===== src/rtl/srd_map.svh =====
// Constants for the subroutine return decoder: opcode patterns, reset values and phase timing.
// Contract
// - Plain return opcode pops the return stack; popped entry becomes next program address.
// - Plain return loads program counter from top-of-stack entry, resuming after the call.
// - Returns take two instruction cycles; pop in fourth quarter phase; second cycle idle.
// - Literal return writes its 8-bit immediate to accumulator and pops stack in fourth quarter.
`ifndef SRD_MAP_SVH
`define SRD_MAP_SVH

// ****************************************************************
// Opcode patterns.
// ****************************************************************
`define SRD_OP_RETURN     14'h0008
`define SRD_OP_LIT_MASK   14'h3C00
`define SRD_OP_LIT_VALUE  14'h3400

// ****************************************************************
// Quarter phase timing and reset values.
// ****************************************************************
`define SRD_CLK_PERIOD_NS 5
`define SRD_QUARTER_NS    5
`define SRD_QUARTER_CYC   ((`SRD_QUARTER_NS + `SRD_CLK_PERIOD_NS - 1) / `SRD_CLK_PERIOD_NS)
`define SRD_RESET_ACC     8'h00
`define SRD_RESET_PROG_CNT 13'h0000

`endif


===== src/rtl/srd_pkg.sv =====
// Types shared by the subroutine return decoder.
package srd_pkg;
  typedef enum logic [1:0] {
    SRD_PHASE1,
    SRD_PHASE2,
    SRD_PHASE3,
    SRD_PHASE4
  } srd_phase_e;

  typedef enum logic [1:0] {
    SRD_IDLE,
    SRD_FIRST_RET,
    SRD_FIRST_LIT,
    SRD_SECOND
  } srd_state_e;
endpackage


===== src/rtl/srd_return_decode.sv =====
// Decoder and sequencer for the plain return and the literal return instructions.
`include "srd_map.svh"

module srd_return_decode #(
  parameter int PC_W = 13,
  parameter int OP_W = 14
) (
  input  wire logic            clk,              // System clock.
  input  wire logic            reset,            // Synchronous reset, active high.
  input  wire logic            fetchValid,       // Opcode valid, sampled at fourth quarter phase.
  input  wire logic [OP_W-1:0] opcode,           // Fetched instruction word.
  input  wire logic [PC_W-1:0] topOfStackEntry,  // Current return stack top.
  output logic      [1:0]      quarterPhase,     // Current quarter phase, 0 is Q1.
  output logic                 fourthQuarterPhase, // High during the fourth quarter phase.
  output logic                 stackPop,         // One-cycle pop strobe.
  output logic                 pcLoad,           // One-cycle program counter load strobe.
  output logic      [PC_W-1:0] programCounter,   // Program counter value.
  output logic                 accWrite,         // One-cycle accumulator write strobe.
  output logic      [7:0]      accumulator,      // Working accumulator value.
  output logic                 busy,             // High while a return is executing.
  output logic                 statusWrite       // Status flag write, held low.
);

  // ****************************************************************
  // Decode functions.
  // ****************************************************************
  function automatic logic isReturn(input logic [OP_W-1:0] op);
    isReturn = (op == OP_W'(`SRD_OP_RETURN));
  endfunction

  function automatic logic isLitReturn(input logic [OP_W-1:0] op);
    isLitReturn = ((op & OP_W'(`SRD_OP_LIT_MASK)) == OP_W'(`SRD_OP_LIT_VALUE));
  endfunction

  // ****************************************************************
  // Quarter phase generator and sequencer.
  // ****************************************************************
  srd_pkg::srd_phase_e phase_reg, phase_next;
  srd_pkg::srd_state_e state_reg, state_next;
  logic [7:0]      lit_reg, lit_next;
  logic [PC_W-1:0] progCnt_reg, progCnt_next;
  logic [7:0]      acc_reg, acc_next;
  logic            pop_reg, pop_next;
  logic            accWr_reg, accWr_next;
  logic            lastQuarter;

  // Opcodes are only looked at in the last quarter, when the fetch side has a whole word ready.
  assign lastQuarter = (phase_reg == srd_pkg::SRD_PHASE4);

  always_comb begin
    phase_next   = srd_pkg::srd_phase_e'(phase_reg + 2'h1);
    state_next   = state_reg;
    lit_next     = lit_reg;
    progCnt_next = progCnt_reg;
    acc_next     = acc_reg;
    pop_next     = 1'b0;
    accWr_next   = 1'b0;
    case (state_reg)
      srd_pkg::SRD_IDLE: begin
        if (lastQuarter && fetchValid) begin
          if (isReturn(opcode)) begin
            state_next = srd_pkg::SRD_FIRST_RET;
          end else if (isLitReturn(opcode)) begin
            state_next = srd_pkg::SRD_FIRST_LIT;
            lit_next   = opcode[7:0];
          end
        end
      end
      // The strobes are set up in the third quarter so that they stand during the fourth.
      srd_pkg::SRD_FIRST_RET, srd_pkg::SRD_FIRST_LIT: begin
        if (phase_reg == srd_pkg::SRD_PHASE3) begin
          pop_next     = 1'b1;
          progCnt_next = topOfStackEntry;
          if (state_reg == srd_pkg::SRD_FIRST_LIT) begin
            acc_next   = lit_reg;
            accWr_next = 1'b1;
          end
        end
        if (lastQuarter) begin
          state_next = srd_pkg::SRD_SECOND;
        end
      end
      // The second cycle does nothing; a word offered during it is refused.
      srd_pkg::SRD_SECOND: begin
        if (lastQuarter) begin
          state_next = srd_pkg::SRD_IDLE;
        end
      end
      default: begin
        state_next = srd_pkg::SRD_IDLE;
      end
    endcase
  end

  always_ff @(posedge clk) begin
    if (reset) begin
      phase_reg   <= srd_pkg::SRD_PHASE1;
      state_reg   <= srd_pkg::SRD_IDLE;
      lit_reg     <= 8'h00;
      progCnt_reg <= PC_W'(`SRD_RESET_PROG_CNT);
      acc_reg     <= `SRD_RESET_ACC;
      pop_reg     <= 1'b0;
      accWr_reg   <= 1'b0;
    end else begin
      phase_reg   <= phase_next;
      state_reg   <= state_next;
      lit_reg     <= lit_next;
      progCnt_reg <= progCnt_next;
      acc_reg     <= acc_next;
      pop_reg     <= pop_next;
      accWr_reg   <= accWr_next;
    end
  end

  // ****************************************************************
  // Registered outputs.
  // ****************************************************************
  logic fq_reg, fq_next;
  logic busy_reg, busy_next;
  logic statusWr_reg, statusWr_next;

  always_comb begin
    fq_next       = (phase_next == srd_pkg::SRD_PHASE4);
    busy_next     = (state_next != srd_pkg::SRD_IDLE);
    statusWr_next = 1'b0;
  end

  always_ff @(posedge clk) begin
    if (reset) begin
      fq_reg       <= 1'b0;
      busy_reg     <= 1'b0;
      statusWr_reg <= 1'b0;
    end else begin
      fq_reg       <= fq_next;
      busy_reg     <= busy_next;
      statusWr_reg <= statusWr_next;
    end
  end

  assign quarterPhase       = phase_reg;
  assign fourthQuarterPhase = fq_reg;
  assign stackPop           = pop_reg;
  assign pcLoad             = pop_reg;
  assign programCounter     = progCnt_reg;
  assign accWrite           = accWr_reg;
  assign accumulator        = acc_reg;
  assign busy               = busy_reg;
  assign statusWrite        = statusWr_reg;

  // ****************************************************************
  // Assertions.
  // ****************************************************************
  // The phase step property skips the first edge after reset, where the past is reset state.
  a_pop_in_fourth: assert property (@(posedge clk) disable iff (reset)
    stackPop |-> fourthQuarterPhase && quarterPhase == 2'h3)
    else $error("Stack pop outside fourth quarter phase.");

  a_ret_pops: assert property (@(posedge clk) disable iff (reset)
    (lastQuarter && fetchValid && !busy && isReturn(opcode)) |-> ##4 stackPop)
    else $error("Plain return did not pop.");

  a_load_from_top: assert property (@(posedge clk) disable iff (reset)
    (busy && phase_reg == srd_pkg::SRD_PHASE3 && state_reg != srd_pkg::SRD_SECOND)
      |=> pcLoad && programCounter == $past(topOfStackEntry))
    else $error("Program counter not loaded from stack top.");

  a_lit_write: assert property (@(posedge clk) disable iff (reset)
    (lastQuarter && fetchValid && !busy && isLitReturn(opcode))
      |-> ##4 (accWrite && stackPop && accumulator == $past(opcode[7:0], 4)))
    else $error("Literal return did not load accumulator.");

  a_second_idle: assert property (@(posedge clk) disable iff (reset)
    (stackPop) |-> ##1 (!stackPop && !accWrite) [*4] ##1 !busy)
    else $error("Second cycle not idle or return too long.");

  a_no_status: assert property (@(posedge clk) disable iff (reset)
    !statusWrite)
    else $error("Status written by return.");

  a_plain_no_acc: assert property (@(posedge clk) disable iff (reset)
    (state_reg == srd_pkg::SRD_FIRST_RET) |-> !accWr_next)
    else $error("Plain return wrote accumulator.");

  a_acc_stable: assert property (@(posedge clk) disable iff (reset)
    !accWrite |-> $stable(accumulator))
    else $error("Accumulator changed without write.");

  a_phase_step: assert property (@(posedge clk) disable iff (reset)
    !$past(reset) |-> quarterPhase == 2'($past(quarterPhase) + 2'h1))
    else $error("Quarter phase did not advance by one.");

  a_fourth_flag: assert property (@(posedge clk) disable iff (reset)
    fourthQuarterPhase == (quarterPhase == 2'h3))
    else $error("Fourth quarter flag does not match the phase.");

  a_busy_length: assert property (@(posedge clk) disable iff (reset)
    $rose(busy) |-> busy [*8] ##1 !busy)
    else $error("Return did not last exactly two instruction cycles.");

  a_lit_dont_care: assert property (@(posedge clk) disable iff (reset)
    (lastQuarter && fetchValid && !busy && opcode[OP_W-1:OP_W-4] == 4'hD)
      |=> busy && state_reg == srd_pkg::SRD_FIRST_LIT)
    else $error("Literal return with ignored bits set was not taken.");

  a_other_ignored: assert property (@(posedge clk) disable iff (reset)
    (lastQuarter && fetchValid && !busy && opcode != OP_W'(`SRD_OP_RETURN)
      && opcode[OP_W-1:OP_W-4] != 4'hD) |=> !busy)
    else $error("Opcode other than a return was taken.");

  a_pop_once: assert property (@(posedge clk) disable iff (reset)
    stackPop |=> !stackPop)
    else $error("Stack pop lasted more than one cycle.");

  a_count_hold: assert property (@(posedge clk) disable iff (reset)
    !pcLoad |-> $stable(programCounter))
    else $error("Program counter changed without load.");

  a_write_with_pop: assert property (@(posedge clk) disable iff (reset)
    accWrite |-> stackPop && state_reg == srd_pkg::SRD_FIRST_LIT)
    else $error("Accumulator written outside literal return pop.");

endmodule


===== config.mk =====
export PLATFORM = sky130hd
export DESIGN_NAME = srd_return_decode
export DESIGN_NICKNAME = d
export VERILOG_FILES = /design/src/rtl/srd_pkg.sv /design/src/rtl/srd_return_decode.sv
export VERILOG_INCLUDE_DIRS = /design/src /design/src/rtl
export SDC_FILE = /design/constraint.sdc
export NUM_CORES = 1
export LEC_CHECK = 0
export BUFFER_PORTS_ARGS = -buffer_cell sky130_fd_sc_hd__buf_2
export CAP_MARGIN = 20
export CELL_PAD_IN_SITES_DETAIL_PLACEMENT = 1
export CELL_PAD_IN_SITES_GLOBAL_PLACEMENT = 2
export CORE_MARGIN = 3
export CORE_UTILIZATION = 26
export DETAILED_ROUTE_END_ITERATION = 10
export MAX_ROUTING_LAYER = met4
export PLACE_DENSITY_LB_ADDON = 0.15
export SLEW_MARGIN = 25
export SYNTH_ARGS = -nofsm -noshare
export SYNTH_HDL_FRONTEND = slang
export SYNTH_SLANG_ARGS = --single-unit

===== constraint.sdc =====
create_clock -name clk -period 2.25 [get_ports clk]
set_clock_uncertainty 0.1 [all_clocks]
set_input_delay 0.225 -clock clk [delete_from_list [all_inputs] [get_ports clk]]
set_output_delay 0.225 -clock clk [all_outputs]
set_load 0.03 [all_outputs]

**Word-level counts from Yosys, hierarchy flattened**

Index checks and enable logic that the tools add are counted.

- Add/sub/neg operators: 1
- Equal/unequal tests: 8
- Muxes and demuxes: 8
- Bitwise logic cells: 3
- Reduce and logical (&&, ||, !) cells: 9

Operator list:

| cell | count |
|---|---|
| $eq 14x4->1 const B | 1 |
| $eq 2x2->1 const B | 5 |
| $mux 2 | 5 |
| $pmux 2 s3 | 1 |
| $eq 4x4->1 const B | 1 |
| $reduce_and 4->1 | 1 |
| $reduce_or 2->1 | 2 |
| $not 1->1 | 3 |
| $reduce_and 3->1 | 1 |
| $reduce_or 3->1 | 1 |
| $add 2x1->2 const B | 1 |
| $eq 2x1->1 const B | 1 |
| $logic_not 2->1 | 1 |
| $mux 1 | 2 |
| $reduce_and 2->1 | 1 |
| $reduce_bool 2->1 | 1 |
| $logic_and 1x1->1 | 1 |

- Bits in registers: 37
- Input port bits: 30
- Output and inout port bits: 29

**Logic depth before layout (Yosys ltp)**

- Depth in word-level cells: 6
- Mapped depth: 7
- Gate-level depth less buffers: 6

**Least setup slack after synthesis**

Ideal clock, no wire load.

- Path kind: register to register
- Start: reg phase_reg[0], in the netlist quarterPhase[0]
- End: reg lit_reg[0]
- Setup time: 128 ps
- Arrival: 1496 ps
- Data required time: 2022 ps
- Slack: 527 ps
- Stages on the path, launching flop included: 7
- Buffers on the path: 1
- Period minus slack after synthesis: 1723 ps
- Cells stage by stage: dfxtp_1 -> ha_1 -> nand3b_1 -> nor2_1 -> buf_2 -> mux2i_1 -> nor2_1

- Longest elaborated chain between the ends: 3

Ends and longest elaborated chain:

| what | line | RTL |
|---|---|---|
| from (decl) | srd_return_decode.sv:38 | `srd_pkg::srd_phase_e phase_reg, phase_next;` |
| from (signal assigned) | srd_return_decode.sv:97 | `phase_reg <= srd_pkg::SRD_PHASE1;` |
| from (signal assigned) | srd_return_decode.sv:105 | `phase_reg <= phase_next;` |
| $eq 2x2->1 | srd_return_decode.sv:48 | `assign lastQuarter = (phase_reg == srd_pkg::SRD_PHASE4);` |
| $logic_and 1x1->1 | srd_return_decode.sv:60 | `if (lastQuarter && fetchValid) begin` |
| $reduce_and 4->1 (no source line) | n/a |  |
| to (signal assigned) | srd_return_decode.sv:107 | `lit_reg <= lit_next;` |
| to (decl) | srd_return_decode.sv:40 | `logic [7:0] lit_reg, lit_next;` |

Every way passes these cells.
A chain may end at the register's enable or synchronous reset.

**Worst setup path after layout**

- Start: reg state_reg[0]
- End: reg lit_reg[6]

- Longest elaborated chain between the ends: 2

Ends and longest elaborated chain:

| what | line | RTL |
|---|---|---|
| from (decl) | srd_return_decode.sv:39 | `srd_pkg::srd_state_e state_reg, state_next;` |
| from (signal assigned) | srd_return_decode.sv:98 | `state_reg <= srd_pkg::SRD_IDLE;` |
| from (signal assigned) | srd_return_decode.sv:106 | `state_reg <= state_next;` |
| $logic_not 2->1 | srd_return_decode.sv:58 | `case (state_reg)` |
| $reduce_and 4->1 (no source line) | n/a |  |

Every way passes these cells.

==> results.txt <==
The via count of the first global-routing pass came out at 1350. The global-route wire length before repair came out at 5.97 mm. The commonest cells after synthesis are 37 x sky130_fd_sc_hd__dfxtp_1, 36 x sky130_fd_sc_hd__nand2_1, 21 x sky130_fd_sc_hd__a21oi_1. The worst setup path is launched from a register. For this run the aggregate overflow at the end of global routing stands at 0.

The maximum number of buffers from clock root to sink was 2; the top cell type's share of synthesized area was 0.516. Counting instances, the worst hold path has a depth of 3. The sequential-to-total area share from yosys stat was 0.516; the post-cts sizing count was 0. The layout has 635 filler cells.

Global-route usage over all layers: 0.123. The most used flip-flop cell after synthesis is sky130_fd_sc_hd__dfxtp_1. The number of vias after detailed routing is 1284, and the initial cell density of the core is 0.274. Number of routed nets with antenna violations: 0. In this run, synthesis inferred 0 flip-flops with an integrated enable. The run gives 288 as the count of placed standard cells in the final layout, fillers left out. Count of unique library cells instantiated by Yosys: 28. The tools report the required time of the worst setup path as 2300 ps. The share of the clock period used by the worst path after layout was 0.757; the largest net degree at the start of global routing was 34. The HPWL after detailed placement is 2.94 mm, and the max-slew violation count is 0. After floorplanning, the core was sized to cover 5240 um^2. In the final layout, the multi-input gates occupy 634 um^2. Routability-driven placement finished with a final weighted congestion of 0.699. The synthesized design contains 37 register bits. The clock edge transition at the registers on the reported setup and hold paths is 70 ps.

The TritonCTS sink count is 37, and the minimum period implied by the final worst setup slack is 1700 ps. The highest clock frequency the design can meet is 0.587 GHz. The register with the most flip-flops in the layout has 13 of them. For the leakage power total, the log shows 0.000779 uW.

The first-iteration detailed-routing DRC count was 27; the total setup violations reported at the end of the flow was 0. The number of antenna diodes in the final layout is 0. For this run, the number of Yosys warnings is 0. The share of flip-flops with an asynchronous set or reset after synthesis was 0.

The run gives 254 as the net count of the finished layout. The min-delay analysis places its worst path in the category input pin to register. The logs give 0 for the number of hold-repair buffers added at the cts stage and 741 um^2 for the register area. TritonCTS built the clock tree. In the routed design, unresolved DRC markers number 0. The floorplan step set the die height to 80.3 um. The area added between synthesis and finish is 28.4%. The power density over the cells came out at 627 nW/um^2.

The die covers 6450 um^2. The category of the worst setup path capture point was a register. Before antenna repair, the detailed router went through 3 iterations. CTS placed an instance of sky130_fd_sc_hd__clkbuf_8 at the clock tree root. The final count of hold timing violations was 0; the number of vias per cell was 4.46. Number of antenna violations at the first check in global routing: 0. Synthesis produced a netlist whose cell count is 164. In the final routed layout, each cell accounts on average for 13.0 um. The cell type contributing the most total cell area after synthesis is sky130_fd_sc_hd__dfxtp_1.

The worst register-to-register path has a depth of 7. The maximum fanout encountered on the critical timing path was 11; the width of the die was 80.3 um. The most repeated cell in the gate-level netlist after synthesis was sky130_fd_sc_hd__dfxtp_1. The slew at the pin closest to its max-slew limit is 601 ps, and the number of nets in the synthesized netlist is 199. The logs give 0.599 for the max-slew headroom at the worst pin and 26 for the total number of placement rows. Post-CTS timing repair inserted 0 buffers for setup. The max-capacitance violation count is 0. Clock tree synthesis inserted a total of 5 buffers. The number of placed instances, taps included, is 282. The tools report the highest ir drop seen on vdd as 0.000303 V. The number of I/O port buffers is 57, and the endpoint arrival time on the critical path is 1750 ps. For the I/O pin count, the log shows 59. At the later pin of the worst-skew pair, clock insertion delay measures 280 ps.

Summed over all failing endpoints, the final setup total negative slack is 0 ps. Deepest level of the CTS H-tree: 2. The fraction of layout instances using a drive strength above 1 is 0.321, and the post-synthesis average cell area is 8.76 um^2. In this run the cell area of the synthesized design comes to 1440 um^2.

By area the synthesized netlist is led by sky130_fd_sc_hd__dfxtp_1 52%, sky130_fd_sc_hd__nand2_1 9.4%, sky130_fd_sc_hd__a21oi_1 7.3%. The total wire length was 3.74 mm. Setup repair after global routing left no endpoint under its margin. The flow ran to the end, and the final reports show no timing, DRC or antenna violations. Type of the worst setup path: register to register.
layout by cell type, fill, tap and decap left out, drive strengths merged:
| cell type | count |
|---|---|
| a211oi | 3 |
| a21oi | 21 |
| and2 | 2 |
| and3 | 1 |
| buf | 58 |
| clkbuf | 5 |
| clkinv | 1 |
| conb | 1 |
| dfxtp | 37 |
| ha | 5 |
| inv | 4 |
| mux2i | 8 |
| nand2 | 36 |
| nand3 | 10 |
| nand3b | 1 |
| nand4 | 1 |
| nor2 | 13 |
| nor2b | 1 |
| nor3 | 4 |
| nor3b | 1 |
| nor4 | 1 |
| or2 | 1 |
| or3 | 1 |
| or4 | 1 |
| or4b | 1 |
worst max-delay path: stages (launching register included):
cell                      delay, ps
sky130_fd_sc_hd__dfxtp_1        340
sky130_fd_sc_hd__inv_1          110
sky130_fd_sc_hd__ha_1           290
sky130_fd_sc_hd__nand4_1        120
sky130_fd_sc_hd__nor2_1         100
sky130_fd_sc_hd__buf_4          220
sky130_fd_sc_hd__mux2i_1        230
sky130_fd_sc_hd__nor2_1          70
layer usage:
| layer | vias to the layer above | share of wire | wire [um] | GRT usage |
|---|---|---|---|---|
| met4 | 0 | 0.013 | 49 | 0.0355 |
| met3 | 6 | 0.046 | 173 | 0.0448 |
| met5 | - | 0 | 0 | - |
| li1 | 656 | - | - | - |
| met1 | 592 | 0.43 | 1610 | 0.126 |
| met2 | 30 | 0.51 | 1910 | 0.222 |
worst paths after layout:
kind	startpoint	slack (ps)	to
hold / removal	topOfStackEntry[0]	80	programCounter[0]$_SDFFE_PP0N_
setup reg to reg	state_reg[0]$_SDFF_PP0_	550	lit_reg[6]$_SDFFE_PP0P_
setup / recovery	state_reg[0]$_SDFF_PP0_	550	lit_reg[6]$_SDFFE_PP0P_
hold reg to reg	programCounter[2]$_SDFFE_PP0N_	350	programCounter[2]$_SDFFE_PP0N_
where the power goes:
group | switching [uW] | internal, uW
logic | 43.3 | 29.0
clock network | 216 | 204
registers | 4.26 | 659
total | 264 | 892
cells by family (layout without fill, tap and decap cells):
family	Yosys count	count (layout)	synth area share
AND/OR/NAND/NOR	75	75	0.247
flip-flops	37	37	0.516
AO/OA/AOI/OAI	24	24	0.0923
buffers and inverters	14	68	0.0427
multiplexers	8	8	0.0558
adder cells (fa/ha/maj)	5	5	0.0436
other	1	1	0.00261
final cells by class:
cell class	instances	area share
Sequential cell	37	0.402
Multi-Input combinational cell	113	0.344
Timing Repair Buffer	58	0.159
Tap cell	70	0.0475
Clock buffer	5	0.0373
Inverter	4	0.00814
Clock inverter	1	0.00271
per-stage QoR:
step | instance area, um^2 | hold WS [ps] | utilization | total power [uW] | setup WS, ps
finish | 1840 | 77.4 | 0.352 | 1160 | 547
global route | 1840 | 76.8 | 0.352 | 1220 | 339
CTS | 1840 | 64.9 | 0.352 | 1180 | 510
detailed placement | 1770 | 350 | 0.338 | 753 | 517
global placement | 1770 | 339 | 0.338 | 750 | 582
floorplan | 1440 | 194 | - | 714 | 527
No activity file was read; power rests on OpenSTA's default activity.
